File: config.mk
export PLATFORM = sky130hd
export DESIGN_NAME = rsar_top
export DESIGN_NICKNAME = d
export VERILOG_FILES = /design/src/inc/rsar_pkg.sv /design/src/inc/rsar_spi_if.sv /design/src/rsar_spi_shifter.sv /design/src/rsar_top.sv /design/src/rsar_tx_counters.sv
export SDC_FILE = /design/constraint.sdc
export NUM_CORES = 1
export LEC_CHECK = 0
export BUFFER_PORTS_ARGS = -buffer_cell sky130_fd_sc_hd__buf_2
export CAP_MARGIN = 20
export CORE_MARGIN = 2
export CORE_UTILIZATION = 45
export CTS_CLUSTER_DIAMETER = 120
export DETAILED_ROUTE_END_ITERATION = 8
export PLACE_DENSITY_LB_ADDON = 0.1
export SYNTH_ARGS = -nofsm -noshare
export SYNTH_HDL_FRONTEND = slang
export SYNTH_SLANG_ARGS = --single-unit
export TNS_END_PERCENT = 10
File: constraint.sdc
create_clock -name ref_clk -period 6.5 [get_ports ref_clk]
set_input_delay 0.65 -clock ref_clk [delete_from_list [all_inputs] [get_ports ref_clk]]
set_output_delay 0.65 -clock ref_clk [all_outputs]
set_load 0.02 [all_outputs]
File: src/inc/rsar_pkg.sv
package rsar_pkg;

    // ----------------------------------------------------------------
    // Register offsets on the command port
    // ----------------------------------------------------------------
    localparam logic [4:0] ADDR_CHANNEL = 5'h05;
    localparam logic [4:0] ADDR_STATUS = 5'h07;
    localparam logic [4:0] ADDR_OBSERVE = 5'h08;
    localparam logic [4:0] ADDR_POWER = 5'h09;
    localparam logic [4:0] ADDR_PIPE0 = 5'h0a;
    localparam logic [4:0] ADDR_PIPE1 = 5'h0b;
    localparam logic [4:0] ADDR_PIPE2 = 5'h0c;
    localparam logic [4:0] ADDR_PIPE3 = 5'h0d;

    // ----------------------------------------------------------------
    // Command byte: top three bits select the operation
    // ----------------------------------------------------------------
    localparam logic [2:0] CMD_READ = 3'h0;
    localparam logic [2:0] CMD_WRITE = 3'h1;

    // ----------------------------------------------------------------
    // Field positions
    // ----------------------------------------------------------------
    localparam int BIT_RX_READY = 6;
    localparam int BIT_TX_DONE = 5;
    localparam int BIT_RETRY = 4;
    localparam int BIT_TX_FULL = 0;
    localparam int PIPE_LSB = 1;
    localparam int LOST_LSB = 4;
    localparam int RETX_LSB = 0;
    localparam int ADDR_BYTES_MAX = 5;
    localparam int CNT_WIDTH = 4;

    // ----------------------------------------------------------------
    // Reset values
    // ----------------------------------------------------------------
    localparam logic [2:0] PIPE_EMPTY = 3'h7;
    localparam logic [39:0] PIPE0_RESET = 40'he7e7e7e7e7;
    localparam logic [39:0] PIPE1_RESET = 40'hc2c2c2c2c2;
    localparam logic [7:0] PIPE2_RESET = 8'hc3;
    localparam logic [7:0] PIPE3_RESET = 8'hc4;

    // ----------------------------------------------------------------
    // Address width codes
    // ----------------------------------------------------------------
    localparam logic [1:0] AW_ILLEGAL = 2'h0;
    localparam logic [1:0] AW_3 = 2'h1;
    localparam logic [1:0] AW_4 = 2'h2;
    localparam logic [1:0] AW_5 = 2'h3;

    typedef enum logic [1:0] {
        RSAR_IDLE = 2'b00,
        RSAR_CMD = 2'b01,
        RSAR_DATA = 2'b11
    } rsar_phase_t;

endpackage

File: src/inc/rsar_spi_if.sv
interface rsar_spi_if;
    logic frame_start;
    logic rx_valid;
    logic [7:0] rx_byte;
    logic [7:0] tx_byte;

    modport shifter (
        output frame_start,
        output rx_valid,
        output rx_byte,
        input tx_byte
    );
    modport core (
        input frame_start,
        input rx_valid,
        input rx_byte,
        output tx_byte
    );
endinterface

File: src/rsar_spi_shifter.sv
module rsar_spi_shifter (
    input wire logic ref_clk,
    input wire logic arst_n,
    input wire logic clk_en,
    input wire logic spi_cs_n,
    input wire logic spi_sclk,
    input wire logic spi_mosi,
    output logic spi_miso,
    output logic spi_miso_oe,
    rsar_spi_if.shifter bus
);
    typedef struct packed {
        logic cs_q;
        logic sclk_q;
        logic [2:0] bit_cnt;
        logic [6:0] shift_in;
        logic [7:0] shift_out;
        logic [7:0] rx_byte;
        logic rx_valid;
        logic frame_start;
        logic oe;
    } rsar_shift_t;

    rsar_shift_t s;
    rsar_shift_t next_s;

    // Mode 0: sample on rising SCLK, update MISO on falling SCLK
    always_comb begin
        next_s = s;
        next_s.rx_valid = 1'b0;
        next_s.frame_start = 1'b0;
        next_s.cs_q = spi_cs_n;
        next_s.sclk_q = spi_sclk;
        next_s.oe = ~spi_cs_n;
        if (spi_cs_n) begin
            next_s.bit_cnt = 3'h0;
        end else if (s.cs_q) begin
            next_s.frame_start = 1'b1;
            next_s.shift_out = bus.tx_byte;
            next_s.bit_cnt = 3'h0;
        end else if (spi_sclk && !s.sclk_q) begin
            next_s.shift_in = {s.shift_in[5:0], spi_mosi};
            if (s.bit_cnt == 3'h7) begin
                next_s.rx_byte = {s.shift_in, spi_mosi};
                next_s.rx_valid = 1'b1;
            end
            next_s.bit_cnt = s.bit_cnt + 3'h1;
        end else if (!spi_sclk && s.sclk_q) begin
            if (s.bit_cnt == 3'h0) begin
                next_s.shift_out = bus.tx_byte;
            end else begin
                next_s.shift_out = {s.shift_out[6:0], 1'b0};
            end
        end
    end

    always_ff @(posedge ref_clk or negedge arst_n) begin
        if (!arst_n) begin
            s <= '{cs_q: 1'b1, default: '0};
        end else if (clk_en) begin
            s <= next_s;
        end
    end

    assign spi_miso = s.shift_out[7];
    assign spi_miso_oe = s.oe;
    assign bus.rx_byte = s.rx_byte;
    assign bus.rx_valid = s.rx_valid;
    assign bus.frame_start = s.frame_start;
endmodule

File: src/rsar_top.sv
module rsar_top (
    input wire logic ref_clk,
    input wire logic arst_n,
    input wire logic clk_en,
    input wire logic spi_cs_n,
    input wire logic spi_sclk,
    input wire logic spi_mosi,
    output logic spi_miso,
    output logic spi_miso_oe,
    input wire logic rx_payload_stored,
    input wire logic tx_packet_sent,
    input wire logic ack_received,
    input wire logic auto_ack_enabled,
    input wire logic tx_packet_start,
    input wire logic tx_attempt_failed,
    input wire logic [2:0] rx_pipe_code,
    input wire logic tx_queue_full,
    input wire logic power_detect,
    input wire logic [1:0] address_width_setting,
    input wire logic [3:0] retransmit_limit_setting,
    output logic radio_halt,
    output logic rx_payload_ready_flag,
    output logic tx_done_flag,
    output logic retry_limit_flag,
    output logic [39:0] pipe0_address,
    output logic [39:0] pipe1_address,
    output logic [39:0] pipe2_address,
    output logic [39:0] pipe3_address
);

    // ----------------------------------------------------------------
    // State
    // ----------------------------------------------------------------
    typedef struct packed {
        rsar_pkg::rsar_phase_t phase;
        logic [4:0] addr;
        logic is_read;
        logic is_write;
        logic [2:0] idx;
        logic rx_flag;
        logic done_flag;
        logic retry_flag;
        logic [2:0] pipe_code;
        logic tx_full;
        logic power;
        logic [39:0] p0;
        logic [39:0] p1;
        logic [7:0] p2;
        logic [7:0] p3;
        logic halt;
        logic [39:0] eff0;
        logic [39:0] eff1;
        logic [39:0] eff2;
        logic [39:0] eff3;
    } rsar_state_t;

    rsar_state_t s;
    rsar_state_t next_s;

    rsar_spi_if spi ();

    logic [3:0] lost_count;
    logic [3:0] retransmit_count;
    logic retries_exhausted;
    logic lost_clear;
    logic gated_start;
    logic gated_fail;
    logic [2:0] byte_count;
    logic [4:0] byte_used;
    logic [39:0] width_mask;
    logic [7:0] status_byte;
    logic [7:0] observe_byte;
    logic [7:0] read_byte;
    logic wr_byte;

    // ----------------------------------------------------------------
    // Command port and counters
    // ----------------------------------------------------------------
    rsar_spi_shifter u_shifter (
        .ref_clk(ref_clk),
        .arst_n(arst_n),
        .clk_en(clk_en),
        .spi_cs_n(spi_cs_n),
        .spi_sclk(spi_sclk),
        .spi_mosi(spi_mosi),
        .spi_miso(spi_miso),
        .spi_miso_oe(spi_miso_oe),
        .bus(spi.shifter)
    );

    // Radio activity is frozen while the retry limit flag stands
    assign gated_start = tx_packet_start & ~s.retry_flag;
    assign gated_fail = tx_attempt_failed & ~s.retry_flag;

    rsar_tx_counters #(
        .CNT_W(rsar_pkg::CNT_WIDTH)
    ) u_counters (
        .ref_clk(ref_clk),
        .arst_n(arst_n),
        .clk_en(clk_en),
        .tx_packet_start(gated_start),
        .tx_attempt_failed(gated_fail),
        .lost_clear(lost_clear),
        .retransmit_limit(retransmit_limit_setting),
        .lost_count(lost_count),
        .retransmit_count(retransmit_count),
        .retries_exhausted(retries_exhausted)
    );

    // ----------------------------------------------------------------
    // Address width
    // ----------------------------------------------------------------
    // Illegal code keeps all five bytes rather than losing address bits
    always_comb begin
        unique case (address_width_setting)
            rsar_pkg::AW_3: byte_count = 3'd3;
            rsar_pkg::AW_4: byte_count = 3'd4;
            rsar_pkg::AW_5: byte_count = 3'd5;
            rsar_pkg::AW_ILLEGAL: byte_count = 3'd5;
        endcase
    end

    genvar b;
    generate
        for (b = 0; b < rsar_pkg::ADDR_BYTES_MAX; b++) begin : g_byte
            assign byte_used[b] = (3'(b) < byte_count);
            assign width_mask[8*b +: 8] = {8{byte_used[b]}};
        end
    endgenerate

    // ----------------------------------------------------------------
    // Read path
    // ----------------------------------------------------------------
    always_comb begin
        status_byte = 8'h00;
        status_byte[rsar_pkg::BIT_RX_READY] = s.rx_flag;
        status_byte[rsar_pkg::BIT_TX_DONE] = s.done_flag;
        status_byte[rsar_pkg::BIT_RETRY] = s.retry_flag;
        status_byte[rsar_pkg::PIPE_LSB +: 3] = s.pipe_code;
        status_byte[rsar_pkg::BIT_TX_FULL] = s.tx_full;
        observe_byte = 8'h00;
        observe_byte[rsar_pkg::LOST_LSB +: 4] = lost_count;
        observe_byte[rsar_pkg::RETX_LSB +: 4] = retransmit_count;
    end

    // Pipe bytes past the last one read back as zero; status, observe and power repeat on every byte
    always_comb begin
        read_byte = 8'h00;
        unique case (s.addr)
            rsar_pkg::ADDR_STATUS: read_byte = status_byte;
            rsar_pkg::ADDR_OBSERVE: read_byte = observe_byte;
            rsar_pkg::ADDR_POWER: read_byte = {7'h00, s.power};
            rsar_pkg::ADDR_PIPE0: begin
                if (s.idx < 3'd5) begin
                    read_byte = s.p0[{s.idx, 3'b000} +: 8];
                end
            end
            rsar_pkg::ADDR_PIPE1: begin
                if (s.idx < 3'd5) begin
                    read_byte = s.p1[{s.idx, 3'b000} +: 8];
                end
            end
            rsar_pkg::ADDR_PIPE2: begin
                if (s.idx == 3'd0) begin
                    read_byte = s.p2;
                end
            end
            rsar_pkg::ADDR_PIPE3: begin
                if (s.idx == 3'd0) begin
                    read_byte = s.p3;
                end
            end
            default: read_byte = 8'h00;
        endcase
    end

    // Status goes out on every frame's first byte
    assign spi.tx_byte = (s.phase == rsar_pkg::RSAR_DATA && s.is_read)
        ? read_byte : status_byte;

    // ----------------------------------------------------------------
    // Write strobes
    // ----------------------------------------------------------------
    assign wr_byte = spi.rx_valid && s.is_write &&
        (s.phase == rsar_pkg::RSAR_DATA);
    assign lost_clear = wr_byte && (s.addr == rsar_pkg::ADDR_CHANNEL);

    // ----------------------------------------------------------------
    // Next state
    // ----------------------------------------------------------------
    always_comb begin
        logic clr_rx;
        logic clr_done;
        logic clr_retry;
        logic set_done;
        clr_rx = 1'b0;
        clr_done = 1'b0;
        clr_retry = 1'b0;
        set_done = 1'b0;
        next_s = s;

        // Frame sequencing
        if (spi_cs_n) begin
            next_s.phase = rsar_pkg::RSAR_IDLE;
        end else begin
            unique case (s.phase)
                rsar_pkg::RSAR_IDLE: begin
                    next_s.phase = rsar_pkg::RSAR_CMD;
                end
                rsar_pkg::RSAR_CMD: begin
                    if (spi.rx_valid) begin
                        next_s.phase = rsar_pkg::RSAR_DATA;
                        next_s.addr = spi.rx_byte[4:0];
                        next_s.is_read =
                            (spi.rx_byte[7:5] == rsar_pkg::CMD_READ);
                        next_s.is_write =
                            (spi.rx_byte[7:5] == rsar_pkg::CMD_WRITE);
                        next_s.idx = 3'd0;
                    end
                end
                rsar_pkg::RSAR_DATA: begin
                    if (spi.rx_valid && s.idx != 3'd7) begin
                        next_s.idx = s.idx + 3'd1;
                    end
                end
            endcase
        end

        // Register writes, one byte at a time
        if (wr_byte) begin
            unique case (s.addr)
                rsar_pkg::ADDR_STATUS: begin
                    // Zeros and the read-only fields leave state alone
                    clr_rx = spi.rx_byte[rsar_pkg::BIT_RX_READY];
                    clr_done = spi.rx_byte[rsar_pkg::BIT_TX_DONE];
                    clr_retry = spi.rx_byte[rsar_pkg::BIT_RETRY];
                end
                rsar_pkg::ADDR_PIPE0: begin
                    // Bytes beyond the set width are dropped
                    if (s.idx < byte_count) begin
                        next_s.p0[{s.idx, 3'b000} +: 8] = spi.rx_byte;
                    end
                end
                rsar_pkg::ADDR_PIPE1: begin
                    if (s.idx < byte_count) begin
                        next_s.p1[{s.idx, 3'b000} +: 8] = spi.rx_byte;
                    end
                end
                rsar_pkg::ADDR_PIPE2: begin
                    if (s.idx == 3'd0) begin
                        next_s.p2 = spi.rx_byte;
                    end
                end
                rsar_pkg::ADDR_PIPE3: begin
                    if (s.idx == 3'd0) begin
                        next_s.p3 = spi.rx_byte;
                    end
                end
                default: begin
                end
            endcase
        end

        // Interrupt flags: a set in the same cycle beats the clear
        set_done = auto_ack_enabled ? ack_received
            : tx_packet_sent;
        next_s.rx_flag = (s.rx_flag & ~clr_rx) | rx_payload_stored;
        next_s.done_flag = (s.done_flag & ~clr_done) | set_done;
        next_s.retry_flag = (s.retry_flag & ~clr_retry) |
            retries_exhausted;
        next_s.halt = next_s.retry_flag;

        // Read-only observation
        next_s.pipe_code = rx_pipe_code;
        next_s.tx_full = tx_queue_full;
        next_s.power = power_detect;

        // Addresses as the receiver sees them, unused upper bytes zero
        next_s.eff0 = next_s.p0 & width_mask;
        next_s.eff1 = next_s.p1 & width_mask;
        next_s.eff2 = {next_s.p1[39:8], next_s.p2} & width_mask;
        next_s.eff3 = {next_s.p1[39:8], next_s.p3} & width_mask;
    end

    // ----------------------------------------------------------------
    // Registers
    // ----------------------------------------------------------------
    always_ff @(posedge ref_clk or negedge arst_n) begin
        if (!arst_n) begin
            s <= '{
                phase: rsar_pkg::RSAR_IDLE,
                pipe_code: rsar_pkg::PIPE_EMPTY,
                p0: rsar_pkg::PIPE0_RESET,
                p1: rsar_pkg::PIPE1_RESET,
                p2: rsar_pkg::PIPE2_RESET,
                p3: rsar_pkg::PIPE3_RESET,
                eff0: rsar_pkg::PIPE0_RESET,
                eff1: rsar_pkg::PIPE1_RESET,
                eff2: {rsar_pkg::PIPE1_RESET[39:8], rsar_pkg::PIPE2_RESET},
                eff3: {rsar_pkg::PIPE1_RESET[39:8], rsar_pkg::PIPE3_RESET},
                default: '0
            };
        end else if (clk_en) begin
            s <= next_s;
        end
    end

    assign radio_halt = s.halt;
    assign rx_payload_ready_flag = s.rx_flag;
    assign tx_done_flag = s.done_flag;
    assign retry_limit_flag = s.retry_flag;
    assign pipe0_address = s.eff0;
    assign pipe1_address = s.eff1;
    assign pipe2_address = s.eff2;
    assign pipe3_address = s.eff3;
endmodule

File: src/rsar_tx_counters.sv
module rsar_tx_counters #(
    parameter int CNT_W = rsar_pkg::CNT_WIDTH
) (
    input wire logic ref_clk,
    input wire logic arst_n,
    input wire logic clk_en,
    input wire logic tx_packet_start,
    input wire logic tx_attempt_failed,
    input wire logic lost_clear,
    input wire logic [CNT_W-1:0] retransmit_limit,
    output logic [CNT_W-1:0] lost_count,
    output logic [CNT_W-1:0] retransmit_count,
    output logic retries_exhausted
);
    generate
        if (CNT_W < 1 || CNT_W > 8) begin : g_bad_width
            $error("rsar_tx_counters: CNT_W must be 1 to 8");
        end
    endgenerate

    typedef struct packed {
        logic [CNT_W-1:0] lost;
        logic [CNT_W-1:0] retx;
        logic exhausted;
    } rsar_cnt_t;

    rsar_cnt_t s;
    rsar_cnt_t next_s;

    always_comb begin
        next_s = s;
        next_s.exhausted = 1'b0;
        if (lost_clear) begin
            next_s.lost = '0;
        end
        if (tx_packet_start) begin
            next_s.retx = '0;
        end else if (tx_attempt_failed) begin
            if (s.retx >= retransmit_limit) begin
                next_s.exhausted = 1'b1;
                // Holds at all ones until cleared
                if (next_s.lost != '1) begin
                    next_s.lost = next_s.lost + 1'b1;
                end
            end else begin
                next_s.retx = s.retx + 1'b1;
            end
        end
    end

    always_ff @(posedge ref_clk or negedge arst_n) begin
        if (!arst_n) begin
            s <= '0;
        end else if (clk_en) begin
            s <= next_s;
        end
    end

    assign lost_count = s.lost;
    assign retransmit_count = s.retx;
    assign retries_exhausted = s.exhausted;
endmodule

==> impl_metrics.env, run 1 <==
export IMPL_dpl_hpwl_mm=22.3
export IMPL_reg2reg_slack_ns=2.48
export IMPL_skew_ns=0.00825
export IMPL_io_pins=189
export IMPL_yosys_warnings=0
export IMPL_rr_startpoint="s[265]$_DFFE_PN0P_"
export IMPL_cellLeakagePower_nw=5.67
export IMPL_antenna_found_initial=0
export IMPL_vias_per_cell=5.65
export IMPL_grt_pass1_vias=7840
export IMPL_crit_path_max_fanout=54
export IMPL_port_buffers=188
export IMPL_placementRows=58
export IMPL_cp_start_kind="register"
export IMPL_period_share_pct=61.8
export IMPL_vias=7763
export IMPL_fin_nets=1073
export IMPL_overflow=0
export IMPL_area_growth_pct=6.79
export IMPL_synth_seq_cells=203
export IMPL_cts_resized=0
export IMPL_cpMostUsedCell="ha_1"
export IMPL_cts_tree="built"
export IMPL_vdd_drop_max_v=0.000260
export IMPL_cts_buffers=23
export IMPL_whs_ns=0.238
export IMPL_die_area_sq_mm=0.0272
export IMPL_cts_root_buf="clkbuf_16"
export IMPL_ant_nets=0
export IMPL_synth_nets=1058
export IMPL_drc=0
export IMPL_worst_slew_pin_slew_ns=1.01
export IMPL_fin_crit_ns=4.02
export IMPL_tns_ns=0
export IMPL_worst_path_max_delay_cell="or4b_2"
export IMPL_p_total_mw=2.91
export IMPL_drt_first_pass_iters=5
export IMPL_clock_latency_ns=0.50
export IMPL_synth_area_sq_mm=0.0117
export IMPL_crit_arrival_ns=4.46
export IMPL_htree_num_levels=1
export IMPL_nFillCells=2312
export IMPL_r2r_end="pipe0_address[31]$_DFFE_PN1P_"
export IMPL_grt_pass1_wl_mm=48.0
export IMPL_cts_clk_slew_worst_paths_ns=0.06
export IMPL_holdCritPathClass="input pin to async pin"
export IMPL_post_cts_setup_buffer_count=0
export IMPL_initialDrtViolationCount=589
export IMPL_ctsHoldBuffers=0
export IMPL_syn_avg_cell_area_sq_um=11.5
export IMPL_setup_ws_ns=2.48
export IMPL_finalHoldViolations=0
export IMPL_crit_required_ns=6.95
export IMPL_rr_worst_depth=9
export IMPL_clk_path_buf_depth=3
export IMPL_maxSlewHeadroom_pct=32.7
export IMPL_max_cap_violations=0
export IMPL_power_density_mw_per_mm2=234
export IMPL_die_y_um=165
export IMPL_die_width_um=165
export IMPL_antenna_cells=0
export IMPL_rsz0062_at_grt="no"
export IMPL_fmax_ghz=0.249
export IMPL_core_sq_mm=0.0253
export IMPL_status="finished, final reports clean"
export IMPL_end_kind="register"
export IMPL_ys_seq_area_share_pct=44.5
export IMPL_track_usage_pct=23.4
export IMPL_place_ws_ns=2.54
export IMPL_synthDistinctLibCells=71
export IMPL_cpPeakStageDelay_ns=0.67
export IMPL_routed_wl_mm=31.2
export IMPL_drive_gt1_share_pct=45.7
export IMPL_cp_cell_sequence="buf_4, inv_1, ha_1, ha_1, nor2b_1, nor3b_2, or4b_2, nor3_2, a221o_1"
export IMPL_synth_async_reset_ratio_pct=100
export IMPL_slew_viol_final=0
export IMPL_synth_edf_count=0
export IMPL_clock_sinks=203
export IMPL_setup_violations=0
export IMPL_place_gp_congestion=0.908
export IMPL_synth_cells=1014
export IMPL_synth_main_ff_cell="dfrtp_1"
export IMPL_grt_max_degree=106
export IMPL_start_util_pct=46.0
export IMPL_wl_per_cell_um=22.7
export IMPL_crit_type="register to register"
-- worst max-delay path: cells and delay by family (launching register included) --
kind | cells | cell delay [ns]
flops | 1 | 0.33
simple gates | 4 | 1.84
buf+inv | 2 | 0.87
compound gates | 1 | 0.23
fa+ha+maj | 2 | 0.65
-- layout make-up --
class,count,area (sq um),area share (%)
sequential,203,5180,41.6
multi-input combinational,577,4960,39.9
timing repair buffer,200,1060,8.49
clock buffer,32,639,5.14
tap,330,413,3.32
clock inverter,9,104,0.834
inverter,24,90.1,0.724
-- worst max-delay path by stage --
stage	from	to	slack (ns)	cells after the start
finish	s[265]$_DFFE_PN0P_	pipe0_address[31]$_DFFE_PN1P_	2.48	9
global route	s[265]$_DFFE_PN0P_	pipe1_address[31]$_DFFE_PN1P_	2.29	9
CTS	s[265]$_DFFE_PN0P_	pipe0_address[31]$_DFFE_PN1P_	2.55	9
detailed placement	s[265]$_DFFE_PN0P_	pipe0_address[31]$_DFFE_PN1P_	2.54	9
global placement	s[265]$_DFFE_PN0P_	pipe1_address[29]$_DFFE_PN0P_	2.69	9
floorplan	s[265]$_DFFE_PN0P_	pipe0_address[27]$_DFFE_PN0P_	3.56	9
-- power by group --
part	switching, mW	internal [mW]
registers	0.0519	1.32
clock network	0.518	0.766
logic	0.166	0.0954
total	0.736	2.18
-- routing by layer --
layer	routed length, um	global-route usage, %
met5	0	0
met4	758	5.77
met3	1730	4.29
met2	15100	39.3
met1	13600	31.3
-- cell families (layout without fill, tap and decap cells) --
family	Yosys count	count (layout)	share of synthesized area (%)
and+or+nand+nor	187	187	11.0
muxes	188	188	17.6
buffers and inverters	234	265	13.0
adders and majority gates	21	21	2.25
AOI/OAI and AO/OA	180	180	11.6
xor gates and xnor gates	1	1	0.0751
DFF	203	203	44.5
-- Yosys cell counts (20+ instances only) --
library cell	n	area share [%]
buf_4	161	10
mux2_2	136	13
dfrtp_1	120	26
dfstp_2	83	19
mux2i_1	51	4.4
o2bb2ai_1	37	2.8
a21oi_1	36	1.5
clkbuf_1	35	1.1
nand2_1	31	1.0
and2_1	27	1.4
nor2b_1	26	1.4
inv_1	24	0.77
nor2_1	24	0.77
ha_1	21	2.3
o21ai_0	20	0.86
-- layout by cell type, fill, tap and decap left out, types with 5 or more instances in the layout --
master       n
a22o_1       8
nand2_1     31
mux2i_1     51
nand2b_1    11
ha_1        21
nand3_1      9
clkbuf_1     6
nor3_1       5
nand3b_1    10
inv_1       24
o22ai_1      9
and2_1      27
nor4_4       9
o2bb2ai_1   37
a221o_1     13
buf_4        9
o221ai_1     8
a221oi_1     8
mux2_2     136
nor2_1      24
nor2b_1     26
a21oi_1     36
dfrtp_1    119
buf_2      188
clkbuf_16   23
a222oi_1     5
o21ai_0     20
dfstp_2     83
-- per-stage QoR --
| step | std cells | cell area [sq um] | utilization (%) |
|---|---|---|---|
| 2_1_floorplan | 1014 | 11700 | - |
| 3_5_place_dp | 1333 | 11700 | 46.2 |
| 4_1_cts | 1374 | 12400 | 49.1 |
| 3_3_place_gp | 1332 | 11700 | 46.1 |
| 5_1_grt | 1375 | 12500 | 49.2 |
| 6_report | 1375 | 12500 | 49.2 |
(Power assumes the default switching activity.)
==> run 2, diff against run 1 <==
==> constraint.sdc (replaced) <==
create_clock -name ref_clk -period 3.65 [get_ports ref_clk]
set_input_delay 0.365 -clock ref_clk [delete_from_list [all_inputs] [get_ports ref_clk]]
set_output_delay 0.365 -clock ref_clk [all_outputs]
set_load 0.02 [all_outputs]
==> impl_metrics.env, run 2 (synthesis gave the netlist of run 1 again) <==
export IMPL_status="finished, final reports clean"
export IMPL_vias_per_cell=5.62
export IMPL_initialDrtViolationCount=524
export IMPL_placementRows=58
export IMPL_maxSlewHeadroom_pct=27.4
export IMPL_setup_violations=0
export IMPL_antenna_found_initial=0
export IMPL_cts_root_buf="clkbuf_16"
export IMPL_antenna_cells=0
export IMPL_vdd_drop_max_v=0.000292
export IMPL_port_buffers=188
export IMPL_fin_crit_ns=3.00
export IMPL_tns_ns=0
export IMPL_drt_first_pass_iters=5
export IMPL_worst_slew_pin_slew_ns=1.09
export IMPL_nFillCells=2311
export IMPL_place_area_sq_mm=0.0118
export IMPL_die_area_sq_mm=0.0272
export IMPL_cts_resized=0
export IMPL_dpl_hpwl_mm=22.5
export IMPL_cp_start_kind="register"
export IMPL_finalHoldViolations=0
export IMPL_vias=7776
export IMPL_grt_max_degree=99
export IMPL_holdCritPathClass="input pin to register"
export IMPL_skew_ns=0.0162
export IMPL_ant_nets=0
export IMPL_cts_buffers=23
export IMPL_end_kind="register"
export IMPL_drive_gt1_share_pct=46.1
export IMPL_io_pins=189
export IMPL_rsz0062_at_grt="no"
export IMPL_fin_cells=1384
export IMPL_setup_ws_ns=0.652
export IMPL_htree_num_levels=1
export IMPL_core_sq_mm=0.0253
export IMPL_grt_pass1_vias=7629
export IMPL_crit_path_max_fanout=10
export IMPL_clock_sinks=203
export IMPL_die_y_um=165
export IMPL_track_usage_pct=23.2
export IMPL_placed_cells_incl_taps=1342
export IMPL_seq_area_sq_mm=0.00518
export IMPL_postLayoutCellArea_sq_mm=0.0125
export IMPL_period_share_pct=82.1
export IMPL_start_util_pct=46.0
export IMPL_clk_path_buf_depth=3
export IMPL_crit_arrival_ns=3.38
export IMPL_clock_latency_ns=0.51
export IMPL_final_cell_mix="187 x buf_2, 136 x mux2_2, 119 x dfrtp_1"
export IMPL_ctsHoldBuffers=1
export IMPL_fmax_ghz=0.334
export IMPL_grt_pass1_wl_mm=47.7
export IMPL_layout_commonest_cell="buf_2"
export IMPL_crit_type="register to register"
export IMPL_cts_tree="built"
export IMPL_power_density_mw_per_mm2=410
export IMPL_fin_nets=1082
export IMPL_routed_wl_mm=31.5
export IMPL_place_ws_ns=0.696
export IMPL_die_width_um=165
export IMPL_post_cts_setup_buffer_count=0
export IMPL_wl_per_cell_um=22.8
export IMPL_cellLeakagePower_nw=5.71
export IMPL_crit_required_ns=4.03
export IMPL_overflow=0
export IMPL_multiInputGateArea_sq_mm=0.00496
export IMPL_max_cap_violations=0
export IMPL_area_growth_pct=7.19
export IMPL_place_gp_congestion=0.882
export IMPL_cts_clk_slew_worst_paths_ns=0.06
export IMPL_slew_viol_final=0
export IMPL_drc=0
-- run 2: final cells by class --
type	instances	area share [%]
clock buffer	36	5.56
clock inverter	5	0.240
inverter	24	0.721
multi-input combinational	577	39.7
sequential	203	41.5
tap	330	3.30
timing repair buffer	209	8.98
-- run 2: final timing paths --
kind / to / startpoint / slack (ns) / depth (start not counted)
worst max-delay path: s[236]$_DFFE_PN0P_ / s[276]$_DFFE_PN0P_ / 0.65 / 5
worst min-delay path: rx_payload_ready_flag$_DFFE_PN0P_ / rx_payload_stored / 0.09 / 2
max in group asynchronous: async pin / arst_n / 2.16 / 3
min in group asynchronous: pipe0_address[35]$_DFFE_PN0P_ / arst_n / 0.54 / 2
worst min register to register: pipe0_address[21]$_DFFE_PN1P_ / pipe0_address[21]$_DFFE_PN1P_ / 0.48 / 1
worst max register to register: s[236]$_DFFE_PN0P_ / s[276]$_DFFE_PN0P_ / 0.65 / 5
-- run 2: layer usage --
layer / routed length [um] / share of wire, % / up-vias / track usage, %
met3: 1400 / 4.4 / 41 / 3.06
met1: 14200 / 45 / 3950 / 32.2
li1: - / - / 3570 / -
met2: 15300 / 49 / 215 / 38.9
met4: 555 / 1.8 / 0 / 4.70
met5: 0 / 0 / - / 0
-- run 2: where the power goes --
| part | total, mW | internal [mW] | switching (mW) |
|---|---|---|---|
| registers | 2.43 | 2.34 | 0.0876 |
| logic | 0.475 | 0.173 | 0.302 |
| clock network | 2.22 | 1.30 | 0.921 |
| total | 5.13 | 3.82 | 1.31 |
-- run 2: worst max-delay path, stage by stage, from the launching register on --
cell and delay, ns:
dfrtp_1 0.53, nand4_4 0.37, or2_1 0.52, or3_1 0.69
nor2_4 0.37, mux2_2 0.37
-- run 2: per-stage QoR --
stage                     total power [mW]  utilization, %  hold slack (ns)
final                                 5.13            49.3           0.0886
after global routing                  5.35            49.3           0.0767
after CTS                             5.17            49.3           0.0726
after detailed placement              2.94            46.4            0.470
after global placement                2.94            46.4            0.465
after floorplan                       2.76               -           0.0694
